--- config.mk ---
export PLATFORM = sky130hd
export DESIGN_NAME = dma_register_file
export DESIGN_NICKNAME = d
export VERILOG_FILES = /design/src/shared/dma_regs_pkg.sv /design/src/logic/dma_register_file.sv
export SDC_FILE = /design/constraint.sdc
export NUM_CORES = 1
export LEC_CHECK = 0
export BUFFER_PORTS_ARGS = -buffer_cell sky130_fd_sc_hd__clkbuf_2
export CORE_MARGIN = 4
export CORE_UTILIZATION = 52
export DETAILED_ROUTE_END_ITERATION = 10
export PLACE_DENSITY = 0.77
export RECOVER_POWER = 50
export SETUP_SLACK_MARGIN = 0.3
export SYNTH_ARGS = -nofsm -noshare
export SYNTH_HDL_FRONTEND = slang
export SYNTH_SLANG_ARGS = --single-unit
--- constraint.sdc ---
create_clock -name REF_CLK -period 2.07 [get_ports REF_CLK]
set_input_delay 0.414 -clock REF_CLK [delete_from_list [all_inputs] [get_ports REF_CLK]]
set_output_delay 0.414 -clock REF_CLK [all_outputs]
set_load 0.03 [all_outputs]
--- src/shared/dma_regs_pkg.sv ---
// Port map, field layout and reset values of the four-channel transfer controller registers
package dma_regs_pkg;

  // ----------------------------------------------------------------
  // Port offsets
  // ----------------------------------------------------------------
  localparam logic [3:0] PORT_CMD_STATUS = 4'h8;
  localparam logic [3:0] PORT_SW_REQUEST = 4'h9;
  localparam logic [3:0] PORT_SINGLE_MASK = 4'ha;
  localparam logic [3:0] PORT_MODE = 4'hb;
  localparam logic [3:0] PORT_CLEAR_POINTER = 4'hc;
  localparam logic [3:0] PORT_MASTER_CLEAR = 4'hd;
  localparam logic [3:0] PORT_CLEAR_MASKS = 4'he;
  localparam logic [3:0] PORT_ALL_MASKS = 4'hf;

  // ----------------------------------------------------------------
  // Field positions
  // ----------------------------------------------------------------
  localparam int CMD_MEM_TO_MEM = 0;
  localparam int CMD_ADDR_HOLD = 1;
  localparam int CMD_DISABLE = 2;
  localparam int CMD_COMPRESSED = 3;
  localparam int CMD_ROTATING = 4;
  localparam int CMD_EXT_WRITE = 5;
  localparam int CMD_REQ_LOW = 6;
  localparam int CMD_GRANT_HIGH = 7;
  localparam int SEL_SET_BIT = 2;

  // ----------------------------------------------------------------
  // Reset values
  // ----------------------------------------------------------------
  localparam logic [7:0] COMMAND_RESET = 8'h00;
  localparam logic [3:0] MASK_RESET = 4'hf;
  localparam logic [15:0] WORD_RESET = 16'h0000;
  localparam logic [7:0] TEMP_RESET = 8'h00;

  typedef enum logic [1:0] {
    DEMAND_MODE  = 2'b00,
    SINGLE_MODE  = 2'b01,
    BLOCK_MODE   = 2'b10,
    CASCADE_MODE = 2'b11
  } op_mode_type;

  typedef enum logic [1:0] {
    VERIFY_XFER  = 2'b00,
    WRITE_XFER   = 2'b01,
    READ_XFER    = 2'b10,
    ILLEGAL_XFER = 2'b11
  } xfer_type;

  typedef struct packed {
    op_mode_type op;
    logic        decrement;
    logic        autoinit;
    xfer_type    xfer;
  } mode_type;

  localparam mode_type MODE_RESET = '{op: DEMAND_MODE, decrement: 1'b0,
                                      autoinit: 1'b0, xfer: VERIFY_XFER};

  typedef struct packed {
    logic       mem_to_mem;
    logic       addr_hold;
    logic       disable_all;
    logic       compressed;
    logic       rotating;
    logic       ext_write;
    logic       req_active_low;
    logic       grant_active_high;
  } effective_cmd_type;

endpackage

--- src/logic/dma_register_file.sv ---
// Register interface of the four-channel transfer controller on a byte-wide I/O bus
//
// Function
// - Address port write loads base and current
// - Address port read returns current address
// - Count port loads base, current; reads current
// - Command: mem-to-mem, address hold, controller disable
// - Command: compressed timing, rotating priority, extended write
// - Command: request and grant polarities
// - Status read: terminal count, pending requests
// - Request port sets or resets one request
// - Single mask port updates one mask bit
// - Mode port loads autoinit, direction, operation
// - Transfer type field, ignored in cascade
// - Clear port resets byte pointer
// - Master clear write; temporary register read
// - Clear-masks port enables all channels
// - All-masks port loads four mask bits
module dma_register_file (
  input  wire logic                             REF_CLK,
  input  wire logic                             RESET_N,
  input  wire logic [3:0]                       IO_ADDR,
  input  wire logic [7:0]                       IO_DATA_IN,
  input  wire logic                             io_write_strobe_n,
  input  wire logic                             io_read_strobe_n,
  input  wire logic [3:0]                       TERMINAL_COUNT,
  input  wire logic [3:0]                       channel_request_in,
  input  wire logic [7:0]                       TEMP_DATA,
  input  wire logic                             TEMP_LOAD,
  output logic      [7:0]                       IO_DATA_OUT,
  output logic                                  IO_DATA_OE,
  output dma_regs_pkg::effective_cmd_type       COMMAND,
  output logic      [3:0]                       CHANNEL_MASK,
  output logic      [3:0]                       SOFTWARE_REQUEST,
  output dma_regs_pkg::mode_type [3:0]          CHANNEL_MODE,
  output logic      [63:0]                      BASE_ADDRESS,
  output logic      [63:0]                      BASE_COUNT,
  output logic                                  BYTE_POINTER
);

  // ----------------------------------------------------------------
  // Strobe edge detection
  // ----------------------------------------------------------------
  // One access per strobe: act on the falling edge so a long strobe
  // does not toggle the byte pointer many times.
  logic        write_strobe_q;
  logic        read_strobe_q;
  logic [7:0]  command;
  logic [3:0]  mask;
  logic [3:0]  request;
  logic [3:0]  tc_flag;
  logic [7:0]  temp;
  logic        pointer;
  logic [15:0] base_addr [4];
  logic [15:0] cur_addr [4];
  logic [15:0] base_cnt [4];
  logic [15:0] cur_cnt [4];
  dma_regs_pkg::mode_type mode [4];

  wire write_pulse = write_strobe_q & ~io_write_strobe_n;
  wire read_pulse = read_strobe_q & ~io_read_strobe_n;
  wire word_port = ~IO_ADDR[3];
  wire [1:0] word_chan = IO_ADDR[2:1];
  wire count_port = IO_ADDR[0];
  wire [1:0] sel_chan = IO_DATA_IN[1:0];
  wire sel_set = IO_DATA_IN[dma_regs_pkg::SEL_SET_BIT];
  wire master_clear = write_pulse && IO_ADDR == dma_regs_pkg::PORT_MASTER_CLEAR;

  function automatic logic port_write(input logic [3:0] port);
    return write_pulse && IO_ADDR == port;
  endfunction

  function automatic logic [7:0] pick_byte(input logic [15:0] word, input logic high);
    return high ? word[15:8] : word[7:0];
  endfunction

  // Named port writes: assertions must sample these before the edge moves the strobe copy
  wire command_write = port_write(dma_regs_pkg::PORT_CMD_STATUS);
  wire request_write = port_write(dma_regs_pkg::PORT_SW_REQUEST);
  wire single_mask_write = port_write(dma_regs_pkg::PORT_SINGLE_MASK);
  wire mode_write = port_write(dma_regs_pkg::PORT_MODE);
  wire pointer_clear_write = port_write(dma_regs_pkg::PORT_CLEAR_POINTER);
  wire clear_masks_write = port_write(dma_regs_pkg::PORT_CLEAR_MASKS);
  wire all_masks_write = port_write(dma_regs_pkg::PORT_ALL_MASKS);

  // Cascade channels keep no transfer type, so it is dropped on entry
  wire cascade_in = IO_DATA_IN[7:6] == dma_regs_pkg::CASCADE_MODE;
  wire [1:0] xfer_in = cascade_in ? dma_regs_pkg::VERIFY_XFER : IO_DATA_IN[3:2];
  dma_regs_pkg::mode_type mode_in;
  assign mode_in = dma_regs_pkg::mode_type'({IO_DATA_IN[7:4], xfer_in});

  // ----------------------------------------------------------------
  // Per-channel word registers
  // ----------------------------------------------------------------
  genvar ch;
  generate
    for (ch = 0; ch < 4; ch++) begin : g_chan
      wire hit = write_pulse && word_port && word_chan == ch;
      always_ff @(posedge REF_CLK or negedge RESET_N) begin
        if (!RESET_N) begin
          base_addr[ch] <= dma_regs_pkg::WORD_RESET;
          cur_addr[ch] <= dma_regs_pkg::WORD_RESET;
          base_cnt[ch] <= dma_regs_pkg::WORD_RESET;
          cur_cnt[ch] <= dma_regs_pkg::WORD_RESET;
          mode[ch] <= dma_regs_pkg::MODE_RESET;
        end else begin
          if (hit && !count_port && !pointer) begin
            base_addr[ch][7:0] <= IO_DATA_IN;
            cur_addr[ch][7:0] <= IO_DATA_IN;
          end
          if (hit && !count_port && pointer) begin
            base_addr[ch][15:8] <= IO_DATA_IN;
            cur_addr[ch][15:8] <= IO_DATA_IN;
          end
          if (hit && count_port && !pointer) begin
            base_cnt[ch][7:0] <= IO_DATA_IN;
            cur_cnt[ch][7:0] <= IO_DATA_IN;
          end
          if (hit && count_port && pointer) begin
            base_cnt[ch][15:8] <= IO_DATA_IN;
            cur_cnt[ch][15:8] <= IO_DATA_IN;
          end
          if (mode_write && sel_chan == ch) begin
            mode[ch] <= mode_in;
          end
        end
      end
      assign BASE_ADDRESS[16*ch +: 16] = base_addr[ch];
      assign BASE_COUNT[16*ch +: 16] = base_cnt[ch];
      assign CHANNEL_MODE[ch] = mode[ch];
    end
  endgenerate

  // ----------------------------------------------------------------
  // Control registers
  // ----------------------------------------------------------------
  wire [3:0] sel_onehot = 4'h1 << sel_chan;
  wire word_access = word_port && (write_pulse || read_pulse);
  wire [3:0] next_mask =
      port_write(dma_regs_pkg::PORT_ALL_MASKS) ? IO_DATA_IN[3:0] :
      port_write(dma_regs_pkg::PORT_CLEAR_MASKS) ? 4'h0 :
      port_write(dma_regs_pkg::PORT_SINGLE_MASK) ?
        (sel_set ? (mask | sel_onehot) : (mask & ~sel_onehot)) : mask;
  wire [3:0] next_request = port_write(dma_regs_pkg::PORT_SW_REQUEST) ?
      (sel_set ? (request | sel_onehot) : (request & ~sel_onehot)) : request;
  wire status_read = read_pulse && IO_ADDR == dma_regs_pkg::PORT_CMD_STATUS;
  wire [3:0] req_seen = command[dma_regs_pkg::CMD_REQ_LOW] ?
      ~channel_request_in : channel_request_in;
  // Status read clears terminal flags; a new count wins over the clear
  wire [3:0] next_tc = (status_read ? 4'h0 : tc_flag) | TERMINAL_COUNT;

  always_ff @(posedge REF_CLK or negedge RESET_N) begin
    if (!RESET_N) begin
      write_strobe_q <= 1'b1;
      read_strobe_q <= 1'b1;
      command <= dma_regs_pkg::COMMAND_RESET;
      mask <= dma_regs_pkg::MASK_RESET;
      request <= 4'h0;
      tc_flag <= 4'h0;
      temp <= dma_regs_pkg::TEMP_RESET;
      pointer <= 1'b0;
    end else if (master_clear) begin
      write_strobe_q <= io_write_strobe_n;
      read_strobe_q <= io_read_strobe_n;
      command <= dma_regs_pkg::COMMAND_RESET;
      mask <= dma_regs_pkg::MASK_RESET;
      request <= 4'h0;
      tc_flag <= 4'h0;
      temp <= dma_regs_pkg::TEMP_RESET;
      pointer <= 1'b0;
    end else begin
      write_strobe_q <= io_write_strobe_n;
      read_strobe_q <= io_read_strobe_n;
      if (port_write(dma_regs_pkg::PORT_CMD_STATUS)) begin
        command <= IO_DATA_IN;
      end
      mask <= next_mask;
      request <= next_request;
      tc_flag <= next_tc;
      if (TEMP_LOAD) begin
        temp <= TEMP_DATA;
      end
      if (port_write(dma_regs_pkg::PORT_CLEAR_POINTER)) begin
        pointer <= 1'b0;
      end else if (word_access) begin
        pointer <= ~pointer;
      end
    end
  end

  // ----------------------------------------------------------------
  // Effective command decode and read data
  // ----------------------------------------------------------------
  wire m2m = command[dma_regs_pkg::CMD_MEM_TO_MEM];
  wire comp = command[dma_regs_pkg::CMD_COMPRESSED] & ~m2m;
  wire [7:0] status_byte = {request | req_seen, tc_flag};
  wire [7:0] word_byte = count_port ? pick_byte(cur_cnt[word_chan], pointer)
                                    : pick_byte(cur_addr[word_chan], pointer);
  wire readable = word_port || IO_ADDR == dma_regs_pkg::PORT_CMD_STATUS ||
                  IO_ADDR == dma_regs_pkg::PORT_MASTER_CLEAR;
  // Write-only ports answer nothing; the bus keeps its float value
  wire [7:0] read_byte = word_port ? word_byte :
      IO_ADDR == dma_regs_pkg::PORT_CMD_STATUS ? status_byte : temp;

  always_ff @(posedge REF_CLK or negedge RESET_N) begin
    if (!RESET_N) begin
      IO_DATA_OUT <= 8'h00;
      IO_DATA_OE <= 1'b0;
      COMMAND <= '0;
      CHANNEL_MASK <= dma_regs_pkg::MASK_RESET;
      SOFTWARE_REQUEST <= 4'h0;
      BYTE_POINTER <= 1'b0;
    end else begin
      if (read_pulse) begin
        IO_DATA_OUT <= read_byte;
      end
      IO_DATA_OE <= ~io_read_strobe_n & readable;
      COMMAND.mem_to_mem <= m2m;
      COMMAND.addr_hold <= m2m & command[dma_regs_pkg::CMD_ADDR_HOLD];
      COMMAND.disable_all <= command[dma_regs_pkg::CMD_DISABLE];
      COMMAND.compressed <= comp;
      COMMAND.rotating <= command[dma_regs_pkg::CMD_ROTATING];
      COMMAND.ext_write <= ~comp & command[dma_regs_pkg::CMD_EXT_WRITE];
      COMMAND.req_active_low <= command[dma_regs_pkg::CMD_REQ_LOW];
      COMMAND.grant_active_high <= command[dma_regs_pkg::CMD_GRANT_HIGH];
      CHANNEL_MASK <= mask;
      SOFTWARE_REQUEST <= request;
      BYTE_POINTER <= pointer;
    end
  end

  // ----------------------------------------------------------------
  // Checks
  // ----------------------------------------------------------------
  chk_pointer_clear: assert property (@(posedge REF_CLK) disable iff (!RESET_N)
    pointer_clear_write |=> !pointer)
    else $error("byte pointer not cleared");
  chk_pointer_toggle: assert property (@(posedge REF_CLK) disable iff (!RESET_N)
    word_access && !master_clear |=> pointer != $past(pointer))
    else $error("byte pointer did not toggle");
  chk_clear_masks: assert property (@(posedge REF_CLK) disable iff (!RESET_N)
    clear_masks_write |=> ##1 CHANNEL_MASK == 4'h0)
    else $error("masks not cleared");
  chk_all_masks: assert property (@(posedge REF_CLK) disable iff (!RESET_N)
    all_masks_write |=> mask == $past(IO_DATA_IN[3:0]))
    else $error("all-mask load wrong");
  chk_single_mask: assert property (@(posedge REF_CLK) disable iff (!RESET_N)
    single_mask_write |=> mask[$past(sel_chan)] == $past(sel_set))
    else $error("single mask update wrong");
  chk_soft_request: assert property (@(posedge REF_CLK) disable iff (!RESET_N)
    request_write |=> ##1
      SOFTWARE_REQUEST[$past(sel_chan, 2)] == $past(sel_set, 2))
    else $error("software request wrong");
  chk_addr_low: assert property (@(posedge REF_CLK) disable iff (!RESET_N)
    write_pulse && word_port && !count_port && !pointer |=>
      cur_addr[$past(word_chan)][7:0] == $past(IO_DATA_IN))
    else $error("address low byte not loaded");
  chk_addr_high: assert property (@(posedge REF_CLK) disable iff (!RESET_N)
    write_pulse && word_port && !count_port && pointer |=>
      cur_addr[$past(word_chan)][15:8] == $past(IO_DATA_IN))
    else $error("address high byte not loaded");
  chk_count_high: assert property (@(posedge REF_CLK) disable iff (!RESET_N)
    write_pulse && word_port && count_port && pointer |=>
      cur_cnt[$past(word_chan)][15:8] == $past(IO_DATA_IN))
    else $error("count high byte not loaded");
  chk_hold_gated: assert property (@(posedge REF_CLK) disable iff (!RESET_N)
    !COMMAND.mem_to_mem |-> !COMMAND.addr_hold)
    else $error("address hold without mem-to-mem");
  chk_command_load: assert property (@(posedge REF_CLK) disable iff (!RESET_N)
    command_write |=> command == $past(IO_DATA_IN))
    else $error("command not loaded");
  chk_tc_sticky: assert property (@(posedge REF_CLK) disable iff (!RESET_N)
    TERMINAL_COUNT != 4'h0 && !master_clear |=> (tc_flag & $past(TERMINAL_COUNT)) != 4'h0)
    else $error("terminal count lost");
  chk_status_clear: assert property (@(posedge REF_CLK) disable iff (!RESET_N)
    status_read && TERMINAL_COUNT == 4'h0 |=> tc_flag == 4'h0)
    else $error("terminal flags kept after status read");
  chk_mode_load: assert property (@(posedge REF_CLK) disable iff (!RESET_N)
    mode_write |=> CHANNEL_MODE[$past(sel_chan)].op == $past(IO_DATA_IN[7:6]))
    else $error("mode not loaded");
  chk_mode_cascade: assert property (@(posedge REF_CLK) disable iff (!RESET_N)
    mode_write && cascade_in |=> CHANNEL_MODE[$past(sel_chan)].xfer == dma_regs_pkg::VERIFY_XFER)
    else $error("cascade channel kept a transfer type");
  chk_read_refused: assert property (@(posedge REF_CLK) disable iff (!RESET_N)
    read_pulse && !readable |=> !IO_DATA_OE)
    else $error("write-only port drove the bus");
  chk_master_clear: assert property (@(posedge REF_CLK) disable iff (!RESET_N)
    master_clear |=> command == dma_regs_pkg::COMMAND_RESET &&
      mask == dma_regs_pkg::MASK_RESET && !pointer)
    else $error("master clear incomplete");
  chk_temp_load: assert property (@(posedge REF_CLK) disable iff (!RESET_N)
    TEMP_LOAD && !master_clear |=> temp == $past(TEMP_DATA))
    else $error("temporary register not loaded");

  cov_word_pair: cover property (@(posedge REF_CLK) disable iff (!RESET_N)
    word_access && !pointer ##[1:20] word_access && pointer);
  cov_master_clear: cover property (@(posedge REF_CLK) disable iff (!RESET_N) master_clear);
  cov_status_read: cover property (@(posedge REF_CLK) disable iff (!RESET_N)
    status_read && tc_flag != 4'h0);
  cov_cascade_mode: cover property (@(posedge REF_CLK) disable iff (!RESET_N)
    mode_write && cascade_in);
  cov_refused_read: cover property (@(posedge REF_CLK) disable iff (!RESET_N)
    read_pulse && !readable);

endmodule

==> results.md <==
* Status: finished, final reports clean
* CTS Buf Count at 22
* Mean Syn Cell Area at ~13 sq um
* Fmax at 0.544 GHz
* CTS max path bufs at 3
* EDFF count, synth at 0
* Post-DR vias/cell at a little under 6
* Final setup skew at roughly 0.011 ns
* Post-Syn Instances at around 700
* First-pass GRT wire length at roughly 44,000 um
* Die Span Y at approximately 140 um
* Flops & latches, synth at around 210
* Fin crit share at 0.887
* Layout Utilization at 0.699
* Crit path DAT at between 2 and 2.5 ns
* CP Capture Type: flop
* Worst R2R End: cur_cnt[57]
* CTS root buffer: clkbuf_16
* Area Overhead vs Synth at 29.9%
* Hold Path Class: primary input to flop
* Reg2Reg Setup Slack at 0.23 ns
* Distinct cells, synth at 57
* Vias in the first global route at 7,293
* Count of buffers from port buffering at 210
* Critical Path RT at 2.47 ns
* Syn Nets at 734
* Post-synthesis async set-or-reset flop share at 1.00
* Worst skew pair latency at 0.51 ns
* Peak VDD IR at a little over 0.8 mV
* R2R depth at 5
* Clock-pin slew on the worst setup and hold paths at about 0.060 ns
* Slew HR at 0.338
* Synthesized area at between 9000 and 10,000 sq um
* Gp weighted congestion at approximately 0.95
* Fin. Hold Viols at 0
* Clk sinks at 209
* Drt wl/cell at roughly 24 um
* Setup violators final at 0
* Core area at around 17,000 sq um
* Worst flop-to-flop path startpoint: write_strobe_q
* Initial DRC count at roughly 530
* Pin count of the biggest net entering global routing at 54
* DRT antenna net count at 0
* Crit path launch type: flop
* Dpl hpwl at 21,000 um
* Ys Warns at 0
* Row count at between 40 and 50
* Depth of the CTS H-tree at 1
* Post-layout min period at roughly 1.8 ns
* Layout cells sized above 1 at 0.464
* Initial core utilization at 0.538
* IO Count at 211
* DRT Pass-1 Iters at 5
* Ant. Diodes at 0
* Max cap viols at 0
* Die W at 142 um
* Final Max Slew Viols at 0
* RSZ-0062 raised after global routing: yes
* Top FF cell, synth: dfrtp_1
* Seq/Total Area, Yosys at 0.558
* Detailed Route WL at 29,300 um
* Type of the worst setup path: flop to flop
* CTS tree: done
* GRT overflow at 0
* Fin nets at ~1,000
* Initial antenna violation count at 0
* Hold slack final at between 0.02 and 0.025 ns
* Residual DRC at 0
* CP endpoint: cur_cnt[57]
* Full die area at roughly 20,000 sq um
* Critical Path Fanout Max at 8
* GRT Overall Usage at 0.286
* Vias at ~7,000
* Worst Tran Pin Value at about 0.99 ns
* PwrDens at roughly 1100 nW/um^2
* Worst Setup SP: write_strobe_q
* Leakage at ~5.9 nW
-- Yosys cell counts, types with 2 or more instances --
cell | instances | share of area
dfrtp_1 | 199 | 0.53
mux2_2 | 151 | 0.18
mux2i_1 | 50 | 0.053
nand2_1 | 38 | 0.015
nor2_1 | 28 | 0.011
clkbuf_1 | 25 | 0.010
a21oi_1 | 22 | 0.012
o21ai_0 | 18 | 0.0096
mux4_2 | 14 | 0.034
nor2b_1 | 13 | 0.0087
a22oi_1 | 11 | 0.0088
buf_2 | 10 | 0.0053
dfstp_2 | 10 | 0.028
nand3_1 | 10 | 0.0053
buf_4 | 8 | 0.0064
nand2b_1 | 7 | 0.0047
nor3_1 | 7 | 0.0037
nor2_2 | 6 | 0.0040
mux2_1 | 5 | 0.0060
a31oi_1 | 4 | 0.0027
o211ai_1 | 4 | 0.0032
xor2_1 | 4 | 0.0037
a2111oi_0 | 3 | 0.0028
a211oi_1 | 3 | 0.0024
a22o_1 | 3 | 0.0028
a2bb2oi_1 | 3 | 0.0028
a311o_1 | 3 | 0.0032
and2_1 | 3 | 0.0020
buf_6 | 3 | 0.0036
inv_1 | 3 | 0.0012
nor2_4 | 3 | 0.0036
buf_1 | 2 | 0.00080
nor3_4 | 2 | 0.0035
o221ai_1 | 2 | 0.0019
or3_1 | 2 | 0.0013
-- routing by layer --
metal | wire [um] | track usage | up-vias
met2 | 14000 | 0.464 | 318
met1 | 12000 | 0.392 | 3598
met5 | 0 | 0 | -
met3 | 2160 | 0.0551 | 65
met4 | 1090 | 0.0940 | 0
li1 | - | - | 3067
-- area by class of cell --
type / instances / area, sq um
clock buffers: 31 / 624
clock inverters: 8 / 151
multi-input cells: 440 / 4150
well taps: 225 / 282
fillers: 1241 / 5270
inverters: 4 / 15.0
flip-flops and latches: 209 / 5240
repair buffers: 286 / 1750
-- per-stage QoR --
stage / setup TNS, ns / setup WS (ns) / cell area, sq um / power [mW] / std cells
final: 0 / 0.233 / 12200 / 13.0 / 1203
after global routing: 0 / 0.144 / 12200 / 13.5 / 1203
after CTS: 0 / 0.235 / 12100 / 13.1 / 1198
after detailed placement: -0.239 / -0.127 / 11200 / 8.83 / 1151
after global placement: -0.125 / -0.0814 / 11200 / 8.75 / 1151
after floorplan: 0 / 0.241 / 9470 / 7.48 / 701
-- report_power, final --
| group | switching, mW | internal, mW |
|---|---|---|
| Clock | 1.60 | 2.60 |
| Sequential | 0.554 | 4.77 |
| Combinational | 2.29 | 1.23 |
-- worst min-delay path by stage --
stage                     start  cells past startpoint              end  slack (ns)
2_1_floorplan           RESET_N                      0  BASE_ADDRESS[0]        0.12
3_3_place_gp            mask[0]                      0  CHANNEL_MASK[0]        0.36
3_5_place_dp            mask[1]                      0  CHANNEL_MASK[1]        0.36
4_1_cts        io_read_strobe_n                      1    read_strobe_q       0.009
5_1_grt        io_read_strobe_n                      1    read_strobe_q        0.03
6_report       io_read_strobe_n                      1    read_strobe_q        0.02
-- worst max-delay path: stages, from the launching register on --
cell and delay, ns:
dfstp_2 0.57, nor2b_4 0.27, nand3_4 0.18, nor3_4 0.17, buf_6 0.19, mux2_2 0.35
-- sequential cells by signal, indices dropped and copies added (netlist names), 4 cells and up --
register,count
request,4
CHANNEL_MASK,4
mask,4
temp,8
cur_cnt,32
command,8
cur_addr,32
IO_DATA_OUT,8
SOFTWARE_REQUEST,4
CHANNEL_MODE,24
BASE_ADDRESS,32
COMMAND,8
BASE_COUNT,32
tc_flag,4
-- repair_timing --
action                                 in CTS  in global routing
hold buffers                                1                  0
setup endpoints to repair                 109                106
gates resized for setup                    15                 42
buffers inserted                            7                  5
pin swaps                                   7                  9
endpoints found under the hold margin      32                  0
-- placed cells by master (no fill, tap or decap), types with 5 or more instances in the layout --
master	instances
a21oi_1	22
a22oi_1	11
buf_12	14
buf_4	50
buf_6	8
clkbuf_1	76
clkbuf_16	22
clkbuf_2	139
clkbuf_8	5
dfrtp_1	199
dfstp_2	9
mux2_2	117
mux2_4	35
mux2i_1	50
mux4_2	14
nand2_1	36
nand2b_1	5
nand3_1	9
nor2_1	27
nor2_4	8
nor2b_1	10
nor3_1	6
o21ai_0	17
-- kinds of logic (layout without fill, tap and decap cells) --
logic type,Yosys count,after routing,share of synthesized area
mux,220,220,0.274
flops,209,209,0.558
simple gates,132,132,0.0776
compound gates,83,83,0.0582
buf+inv,52,329,0.0277
xor+xnor,5,5,0.00466
(Power assumes the default switching activity.)
